$ cat config.mk
export PLATFORM = sky130hd
export DESIGN_NAME = sph_serial_port
export DESIGN_NICKNAME = d
export VERILOG_FILES = /design/src/common/sph_pkg.sv /design/src/rtl/sph_fifo.sv /design/src/rtl/sph_serial_port.sv
export VERILOG_INCLUDE_DIRS = /design/src /design/src/common
export SDC_FILE = /design/constraint.sdc
export NUM_CORES = 1
export LEC_CHECK = 0
export BUFFER_PORTS_ARGS = -buffer_cell sky130_fd_sc_hd__buf_2
export CAP_MARGIN = 20
export CORE_UTILIZATION = 50
export DETAILED_ROUTE_END_ITERATION = 10
export GPL_ROUTABILITY_DRIVEN = 0
export PLACE_DENSITY = 0.67
export SETUP_SLACK_MARGIN = 0.05
export SYNTH_ARGS = -nofsm -noshare
export SYNTH_HDL_FRONTEND = slang
export SYNTH_SLANG_ARGS = --single-unit
$ cat constraint.sdc
create_clock -name clk_sys_i -period 4.18 [get_ports clk_sys_i]
set_input_delay 0.627 -clock clk_sys_i [delete_from_list [all_inputs] [get_ports clk_sys_i]]
set_output_delay 0.627 -clock clk_sys_i [all_outputs]
set_load 0.05 [all_outputs]
$ cat src/common/sph_params.svh
// Constants for the serial port with hard reset.
// Assumes inclusion by bare name from rtl files; definitions only.
`ifndef SPH_PARAMS_SVH
`define SPH_PARAMS_SVH

// Command word width and the bit that marks a read
`define SPH_CMD_W 8
`define SPH_RD_BIT 0
`define SPH_RD_VAL 1'b1

// Data word width and write-data FIFO depth
`define SPH_WORD_W 8
`define SPH_FIFO_DEPTH 16

// Bit counter value of the last bit in a word
`define SPH_LAST_BIT 3'h7

// Filler shifted out when no read data are offered
`define SPH_FILL_BYTE 8'h00

`endif

$ cat src/common/sph_pkg.sv
// Types used by the serial port; its FIFO declares its own.
// Assumes sph_params.svh sits on the include path.
`include "sph_params.svh"

package sph_pkg;

  // Transfer phase inside one chip-select frame
  typedef enum logic [1:0] {
    SPH_IDLE,
    SPH_CMD,
    SPH_WRITE,
    SPH_READ
  } sph_phase_t;

  // Decoded command handed to the master-clock side
  typedef struct packed {
    logic rd;
    logic [`SPH_CMD_W-1:0] code;
  } sph_cmd_t;

  // Register state of the serial port outside its write-data FIFO
  typedef struct packed {
    logic cs_s1;
    logic cs_s2;
    logic cs_s3;
    logic sck_s1;
    logic sck_s2;
    logic sck_s3;
    logic sdi_s1;
    logic sdi_s2;
    logic hrst_s1;
    logic hrst_s2;
    sph_phase_t phase;
    logic [`SPH_WORD_W-1:0] rx;
    logic [`SPH_WORD_W-1:0] tx;
    logic [2:0] cnt;
    logic sdo;
    logic sdo_oe;
    sph_cmd_t cmd;
    logic cmd_valid;
    logic mode11;
    logic [`SPH_WORD_W-1:0] wdata;
    logic wvalid;
    logic ovf;
    logic unf;
  } sph_state_t;

endpackage : sph_pkg

$ cat src/rtl/sph_fifo.sv
// Write-data FIFO with a registered output stage.
// Assumes one clock, synchronous active-high reset, DEPTH a power of two.
`timescale 1ns/1ps

module sph_fifo #(
  parameter int W = 8,
  parameter int DEPTH = 16
) (
  input wire logic clk_sys_i,
  input wire logic rst_i,
  input wire logic clear_i,
  input wire logic in_valid_i,
  input wire logic [W-1:0] in_data_i,
  output logic in_ready_o,
  output logic out_valid_o,
  output logic [W-1:0] out_data_o,
  input wire logic out_ready_i
);

  localparam int AW = $clog2(DEPTH);

  typedef struct packed {
    logic [DEPTH-1:0][W-1:0] mem;
    logic [AW-1:0] wp;
    logic [AW-1:0] rp;
    logic [AW:0] cnt;
    logic ov;
    logic [W-1:0] od;
  } sph_fifo_st_t;

  sph_fifo_st_t q;
  sph_fifo_st_t d;
  logic push;
  logic pull;

  // Output register counts as one of the DEPTH places
  assign in_ready_o = ((q.cnt + (AW+1)'(q.ov)) < (AW+1)'(DEPTH));
  assign out_valid_o = q.ov;
  assign out_data_o = q.od;
  assign push = in_valid_i & in_ready_o;
  assign pull = (q.cnt != '0) & (~q.ov | out_ready_i);

  always_comb begin
    d = q;
    if (out_ready_i & q.ov) begin
      d.ov = 1'b0;
    end
    if (pull) begin
      d.od = q.mem[q.rp];
      d.ov = 1'b1;
      d.rp = q.rp + 1'b1;
    end
    if (push) begin
      d.mem[q.wp] = in_data_i;
      d.wp = q.wp + 1'b1;
    end
    unique case ({push, pull})
      2'b10: d.cnt = q.cnt + 1'b1;
      2'b01: d.cnt = q.cnt - 1'b1;
      default: d.cnt = q.cnt;
    endcase
    if (clear_i) begin
      d = '0;
    end
  end

  always_ff @(posedge clk_sys_i) begin
    if (rst_i) begin
      q <= '0;
    end else begin
      q <= d;
    end
  end

endmodule : sph_fifo

$ cat src/rtl/sph_serial_port.sv
// Serial port of the converter front end, with its active-low hard reset.
// Assumes pins arrive asynchronously and the serial clock is at most a
// quarter of clk_sys_i, so every serial clock edge is seen by sampling.
`timescale 1ns/1ps
`include "sph_params.svh"

// Function
// - Chip select high means no serial activity and no transfer.
// - Chip select falling starts a transfer; its next rising edge ends it.
// - Hard reset low refuses all communication even with chip select low.
// - Serial input is sampled on each rising serial clock edge.
// - Serial output changes on each falling serial clock edge.
// - Both idle-low and idle-high clock framing work; change only when deselected.
// - Serial clock is asynchronous; it runs only during transfers.
// - Serial output stays high impedance while the command byte comes in.
// - Output high impedance for writes, deselect and hard reset.
// - Output driven only while a read command is processed.
// - Half-duplex: input and output bits never share clock periods.
// - First eight bits after selection form a read or write command.
// - Serial input ignored after a read command and while deselected.
// - Hard reset holds registers at defaults and stops internal clocks.
// - Analog biasing stays enabled throughout hard reset.
module sph_serial_port #(
  parameter int WORD_W = `SPH_WORD_W,
  parameter int FIFO_DEPTH = `SPH_FIFO_DEPTH
) (
  input wire logic clk_sys_i,
  input wire logic rst_i,
  input wire logic hard_rst_n_i,
  input wire logic cs_n_i,
  input wire logic sck_i,
  input wire logic sdi_i,
  output logic sdo_o,
  output logic sdo_oe_o,
  output logic cmd_valid_o,
  output logic [`SPH_CMD_W-1:0] cmd_o,
  output logic cmd_rd_o,
  output logic [WORD_W-1:0] wr_data_o,
  output logic wr_valid_o,
  input wire logic wr_ready_i,
  input wire logic [WORD_W-1:0] rd_data_i,
  input wire logic rd_valid_i,
  output logic rd_ready_o,
  output logic busy_o,
  output logic mode11_o,
  output logic overflow_o,
  output logic underrun_o,
  output logic clk_run_o,
  output logic in_clk_run_o,
  output logic bias_en_o
);

  localparam sph_pkg::sph_state_t RST_VAL = '{
    cs_s1: 1'b1,
    cs_s2: 1'b1,
    cs_s3: 1'b1,
    sck_s1: 1'b0,
    sck_s2: 1'b0,
    sck_s3: 1'b0,
    sdi_s1: 1'b0,
    sdi_s2: 1'b0,
    hrst_s1: 1'b0,
    hrst_s2: 1'b0,
    phase: sph_pkg::SPH_IDLE,
    rx: '0,
    tx: '0,
    cnt: '0,
    sdo: 1'b0,
    sdo_oe: 1'b0,
    cmd: '0,
    cmd_valid: 1'b0,
    mode11: 1'b0,
    wdata: '0,
    wvalid: 1'b0,
    ovf: 1'b0,
    unf: 1'b0
  };

  sph_pkg::sph_state_t q;
  sph_pkg::sph_state_t d;

  logic fifo_in_ready;
  logic run;
  logic sel;
  logic sel_fall;
  logic sck_rise;
  logic sck_fall;
  logic [WORD_W-1:0] shifted_in;

  // Read decode of a command word
  function automatic logic cmd_is_read(input logic [`SPH_CMD_W-1:0] c);
    cmd_is_read = (c[`SPH_RD_BIT] == `SPH_RD_VAL);
  endfunction : cmd_is_read

  // Next byte to send, or filler when none is offered
  function automatic logic [WORD_W-1:0] next_tx(
    input logic v,
    input logic [WORD_W-1:0] b
  );
    next_tx = v ? b : WORD_W'(`SPH_FILL_BYTE);
  endfunction : next_tx

  // Hard reset released and chip select low
  assign run = q.hrst_s2;
  assign sel = run & ~q.cs_s2;
  assign sel_fall = sel & q.cs_s3;
  assign sck_rise = q.sck_s2 & ~q.sck_s3;
  assign sck_fall = ~q.sck_s2 & q.sck_s3;
  assign shifted_in = {q.rx[WORD_W-2:0], q.sdi_s2};

  // Read data are taken at the command and after each sent word
  always_comb begin
    rd_ready_o = 1'b0;
    if (sel & sck_rise & (q.phase == sph_pkg::SPH_CMD)) begin
      rd_ready_o = (q.cnt == `SPH_LAST_BIT) & cmd_is_read(shifted_in);
    end else if (sel & sck_fall & (q.phase == sph_pkg::SPH_READ)) begin
      rd_ready_o = q.sdo_oe & (q.cnt == '0);
    end
  end

  always_comb begin
    d = q;
    // Pins pass two flops before any decision logic
    d.cs_s1 = cs_n_i;
    d.cs_s2 = q.cs_s1;
    d.cs_s3 = q.cs_s2;
    d.sck_s1 = sck_i;
    d.sck_s2 = q.sck_s1;
    d.sck_s3 = q.sck_s2;
    d.sdi_s1 = sdi_i;
    d.sdi_s2 = q.sdi_s1;
    d.hrst_s1 = hard_rst_n_i;
    d.hrst_s2 = q.hrst_s1;
    d.cmd_valid = 1'b0;
    d.wvalid = 1'b0;
    if (q.wvalid & ~fifo_in_ready) begin
      d.ovf = 1'b1;
    end
    if (!sel) begin
      // Deselected or in hard reset: no transfer, output released
      d.phase = sph_pkg::SPH_IDLE;
      d.sdo_oe = 1'b0;
      d.cnt = '0;
    end else if (sel_fall) begin
      // Idle clock level at selection gives the framing mode
      d.mode11 = q.sck_s2;
      d.phase = sph_pkg::SPH_CMD;
      d.cnt = '0;
      d.rx = '0;
      d.sdo_oe = 1'b0;
      d.ovf = 1'b0;
      d.unf = 1'b0;
    end else begin
      unique case (q.phase)
        sph_pkg::SPH_IDLE: begin
          d.phase = sph_pkg::SPH_IDLE;
        end
        sph_pkg::SPH_CMD: begin
          d.sdo_oe = 1'b0;
          if (sck_rise) begin
            d.rx = shifted_in;
            d.cnt = q.cnt + 1'b1;
            if (q.cnt == `SPH_LAST_BIT) begin
              d.cmd.code = shifted_in;
              d.cmd.rd = cmd_is_read(shifted_in);
              d.cmd_valid = 1'b1;
              if (cmd_is_read(shifted_in)) begin
                d.phase = sph_pkg::SPH_READ;
                d.tx = next_tx(rd_valid_i, rd_data_i);
                d.unf = ~rd_valid_i;
              end else begin
                d.phase = sph_pkg::SPH_WRITE;
              end
            end
          end
        end
        sph_pkg::SPH_WRITE: begin
          d.sdo_oe = 1'b0;
          if (sck_rise) begin
            d.rx = shifted_in;
            d.cnt = q.cnt + 1'b1;
            if (q.cnt == `SPH_LAST_BIT) begin
              d.wdata = shifted_in;
              d.wvalid = 1'b1;
            end
          end
        end
        sph_pkg::SPH_READ: begin
          // Input toggling has no effect; only falling edges act
          if (sck_fall) begin
            d.sdo_oe = 1'b1;
            d.sdo = q.tx[WORD_W-1];
            d.tx = {q.tx[WORD_W-2:0], 1'b0};
            d.cnt = q.cnt + 1'b1;
            if (q.sdo_oe & (q.cnt == '0)) begin
              d.sdo = rd_valid_i ? rd_data_i[WORD_W-1] : 1'b0;
              d.tx = next_tx(rd_valid_i, rd_data_i);
              d.tx = {d.tx[WORD_W-2:0], 1'b0};
              d.cnt = 3'h1;
              if (!rd_valid_i) begin
                d.unf = 1'b1;
              end
            end else if (!q.sdo_oe) begin
              d.cnt = 3'h1;
            end
          end
        end
      endcase
    end
    if (!run) begin
      // Hard reset returns every register except the pin synchronizers to its default
      d.phase = sph_pkg::SPH_IDLE;
      d.rx = '0;
      d.tx = '0;
      d.cnt = '0;
      d.sdo = 1'b0;
      d.sdo_oe = 1'b0;
      d.cmd = '0;
      d.cmd_valid = 1'b0;
      d.mode11 = 1'b0;
      d.wdata = '0;
      d.wvalid = 1'b0;
      d.ovf = 1'b0;
      d.unf = 1'b0;
    end
  end

  always_ff @(posedge clk_sys_i) begin
    if (rst_i) begin
      q <= RST_VAL;
    end else begin
      q <= d;
    end
  end

  // Received write words wait here for the master-clock side
  sph_fifo #(
    .W(WORD_W),
    .DEPTH(FIFO_DEPTH)
  ) u_wr_fifo (
    .clk_sys_i(clk_sys_i),
    .rst_i(rst_i),
    .clear_i(~run),
    .in_valid_i(q.wvalid),
    .in_data_i(q.wdata),
    .in_ready_o(fifo_in_ready),
    .out_valid_o(wr_valid_o),
    .out_data_o(wr_data_o),
    .out_ready_i(wr_ready_i)
  );

  assign sdo_o = q.sdo;
  assign sdo_oe_o = q.sdo_oe;
  assign cmd_valid_o = q.cmd_valid;
  assign cmd_o = q.cmd.code;
  assign cmd_rd_o = q.cmd.rd;
  assign busy_o = (q.phase != sph_pkg::SPH_IDLE);
  assign mode11_o = q.mode11;
  assign overflow_o = q.ovf;
  assign underrun_o = q.unf;
  // Internal clock gate closes in hard reset; input stage keeps running
  assign clk_run_o = q.hrst_s2;
  assign in_clk_run_o = 1'b1;
  assign bias_en_o = 1'b1;

endmodule : sph_serial_port

==> out/metrics.csv <==
metric,value,unit
sequential share of power,49.8,%
DRT Wirelength,19.37,mm
net switching fraction of the power,20.19,%
Final HPWL DP,12.13,mm
Peak Freq,0.2953,GHz
pwr dens,395.6,mW/mm²
mux cell area share after synthesis,23.68,%
leakage,0.003858,µW
routed len/inst,16.79,µm
Clock Pin Slew Worst Setup and Hold Paths,60,ps
RSZ-0062 raised after global routing,no,
WS Path Type,flip-flop to flip-flop,
Gate Count Post-Synth,943,
main combinational cell family by area after synthesis,multiplexers,
largest net degree at the start of global routing,130,
XOR/XNOR Fraction of Synth Area,0.9638,%
worst reg-to-reg path cell count,11,
Reg area,0.004065,mm²
P_sw,787.7,µW
Final nets,941,
Die X,136.8,µm
Ports,45,
Post-Synth Simple-Gate Area,15.52,%
Logic pwr share,1.1,%
worst skew pair latency,500,ps
synthesized cell area,0.009087,mm²
Tightest Hold Check Type,primary input to flip-flop,
global-route wire length before repair,31.48,mm
R2R Path End,u_wr_fifo.q[13],
GRT Overall Usage,21.31,%
R2R Setup Slk,790,ps
post-synthesis async set-or-reset flop share,0,%
# setup viols final,0,
die area,0.01872,mm²
skew final,8.177,ps
H-tree depth,1,
fraction of layout cells with a size suffix above 1,12.06,%
initial antenna violation count,0,
status,"complete, no violations",
post-synthesis adder-cell area fraction,1.652,%
YS warnings,0,
Post-CTS Setup Repair Bufs,0,
GRT met1 Usage,31.31,%
crit path capture,u_wr_fifo.q[13],
total power,3901,µW
max_cap viols,0,
Worst Tran Pin Value,930.0,ps
vias in the first global route,5868,
worst-path fanout max,20,
sequential share of the synthesized area,44.72,%
most frequent cells in the layout,"202 x dfxtp_1, 186 x nor2_1, 179 x mux2i_1",
"commonest non-fill, non-tap cell in the layout",dfxtp_1,
GRT met3 Usage,3.259,%
Synth Flop Type,dfxtp_1,
First DRT Iteration DRCs,379,
Crit. End Element,flip-flop,
Area Overhead vs Synth,8.523,%
Vias/cell,5.521,
final worst path period share,81.01,%
multi-input logic area,0.004501,mm²
number of fill cells,1556,
Max Slew Vio Count,0,
post_cts resized,0,
GR Util met2,33.02,%
CTS sink count,203,
Setup TNS,0,ps
chip height,136.8,µm
Clock power frac,49.1,%
Initial Util,51.82,%
"Data arrival, critical path",3810,ps
Worst EP required,4600,ps
Synth Area per Inst,9.637,µm²
fin crit period,3386,ps
PortBufs,42,
post-route ant nets,0,
final hold viol count,0,
CTS tree,built,
internal power,3113,µW
Post-synth EDFFs,0,
clock root buffer,clkbuf_16,
antenna cells,0,
count of different cell masters after synthesis,47,
row count,48,
Compound-Gate Fraction of Synth Area,7.407,%
post-synthesis register bit count,203,
total CTS buffers,22,
DRC,0,
Slew headroom,37.87,%
r2r startpoint,u_wr_fifo.q[10],
peak supply drop,0.3037,mV
core box area,0.01754,mm²
Congestion Overflow GR,0,
DR pass1 iterations,4,
Post-CTS Hold Fix Bufs,0,
layer with the highest usage,met2,
Max clock buf depth,3,
crit start category,flip-flop,
CP Launch Point,u_wr_fifo.q[10],
vias,6371,
state kept, by name, indices dropped and copies added (netlist names):
name,flops
cmd_valid_o,1
clk_run_o,1
u_wr_fifo.out_data_o,8
d,6
overflow_o,1
sdo_o,1
u_wr_fifo.q,141
q,32
mode11_o,1
cmd_o,8
underrun_o,1
sdo_oe_o,1
u_wr_fifo.out_valid_o,1
kinds of logic (layout without fill, tap and decap cells):
logic type | count (synthesis) | after routing
adders and majority gates | 12 | 12
AOI/OAI and AO/OA | 113 | 113
xor gates and xnor gates | 10 | 10
buffers and inverters | 109 | 94
other | 1 | 2
DFF | 203 | 203
and+or+nand+nor | 300 | 300
muxes | 195 | 195
synthesized netlist by cell type, types with 2 or more instances:
cell / instances / area, µm²
nand3b_1: 4 / 30.03
nand2b_1: 7 / 43.79
dfxtp_1: 203 / 4064
nor4b_1: 2 / 17.52
nand3_1: 21 / 105.1
nor3_1: 5 / 25.02
buf_6: 7 / 78.83
xor2_1: 6 / 52.55
nor2b_1: 16 / 100.1
nand2_1: 22 / 82.58
a211oi_1: 9 / 67.56
buf_1: 3 / 11.26
a22oi_1: 11 / 82.58
a21boi_1: 2 / 15.01
a31oi_1: 13 / 81.33
and3b_1: 2 / 17.52
nand4_1: 4 / 25.02
mux4_2: 16 / 360.4
or4_4: 3 / 33.78
nor2_1: 186 / 698.2
buf_4: 18 / 135.1
buf_2: 14 / 70.07
o21ai_0: 26 / 130.1
nor3_4: 2 / 32.53
ha_1: 12 / 150.1
a21oi_1: 30 / 150.1
mux2i_1: 179 / 1792
o22ai_1: 17 / 106.4
or3_1: 3 / 18.77
clkbuf_1: 61 / 229.0
or3b_2: 2 / 17.52
xnor2_1: 4 / 35.03
inv_1: 6 / 22.52
or4_1: 11 / 82.58
or2_2: 4 / 25.02
power groups by stage:
| stage | Combinational (µW) | Clock (µW) | Sequential, µW |
|---|---|---|---|
| after CTS | 43.0 | 1950 | 1940 |
| after floorplan | 28.5 | 0 | 1990 |
| after global placement | 43.0 | 0 | 1980 |
| after detailed placement | 42.9 | 0 | 1980 |
| after global routing | 47.2 | 2040 | 1940 |
| final | 42.8 | 1920 | 1940 |
through the flow:
step | setup slack [ps] | util [%] | area, µm² | instances | hold slack [ps]
5_1_grt | 528.9 | 56.24 | 9862 | 1154 | 296.0
3_5_place_dp | 809.0 | 52.10 | 9138 | 1114 | 401.1
4_1_cts | 784.4 | 56.24 | 9862 | 1154 | 294.7
2_1_floorplan | 882.2 | - | 9091 | 944 | 389.5
3_3_place_gp | 862.2 | 52.10 | 9138 | 1114 | 397.5
6_report | 793.9 | 56.24 | 9862 | 1154 | 309.3
layout make-up:
cell class	instances	area share, %
flip-flops and latches	203	41.22
well taps	225	2.855
inverters	6	0.2284
clock inverters	4	0.5075
multi-input cells	632	45.64
clock buffers	36	6.838
repair buffers	48	2.715
how the worst min path moves through the flow:
stage          startpoint  endpoint  slack [ps]  depth (start not counted)
6_report           cs_n_i     d[53]         310                          2
5_1_grt            cs_n_i     d[53]         300                          2
4_1_cts            cs_n_i     d[53]         290                          2
3_5_place_dp        d[53]     d[52]         400                          1
3_3_place_gp        d[53]     d[52]         400                          1
2_1_floorplan       d[53]     d[52]         390                          1
worst max-delay path: stages, from the launching register on:
cell	delay [ps]
dfxtp_1	460
and4_4	270
and3b_1	640
or3b_2	310
ha_1	360
xor2_1	110
ha_1	220
a211o_1	270
a21oi_1	140
a211oi_1	60
or3_1	320
a21oi_1	140
metal layers:
layer  vias up  share of wire, %  wire [µm]
li1       3204                 -          -
met3        27               3.8        733
met4         0               1.5        289
met2       122                43       8415
met5         -                 0          0
met1      3018                51       9935
(Power assumes the default switching activity.)
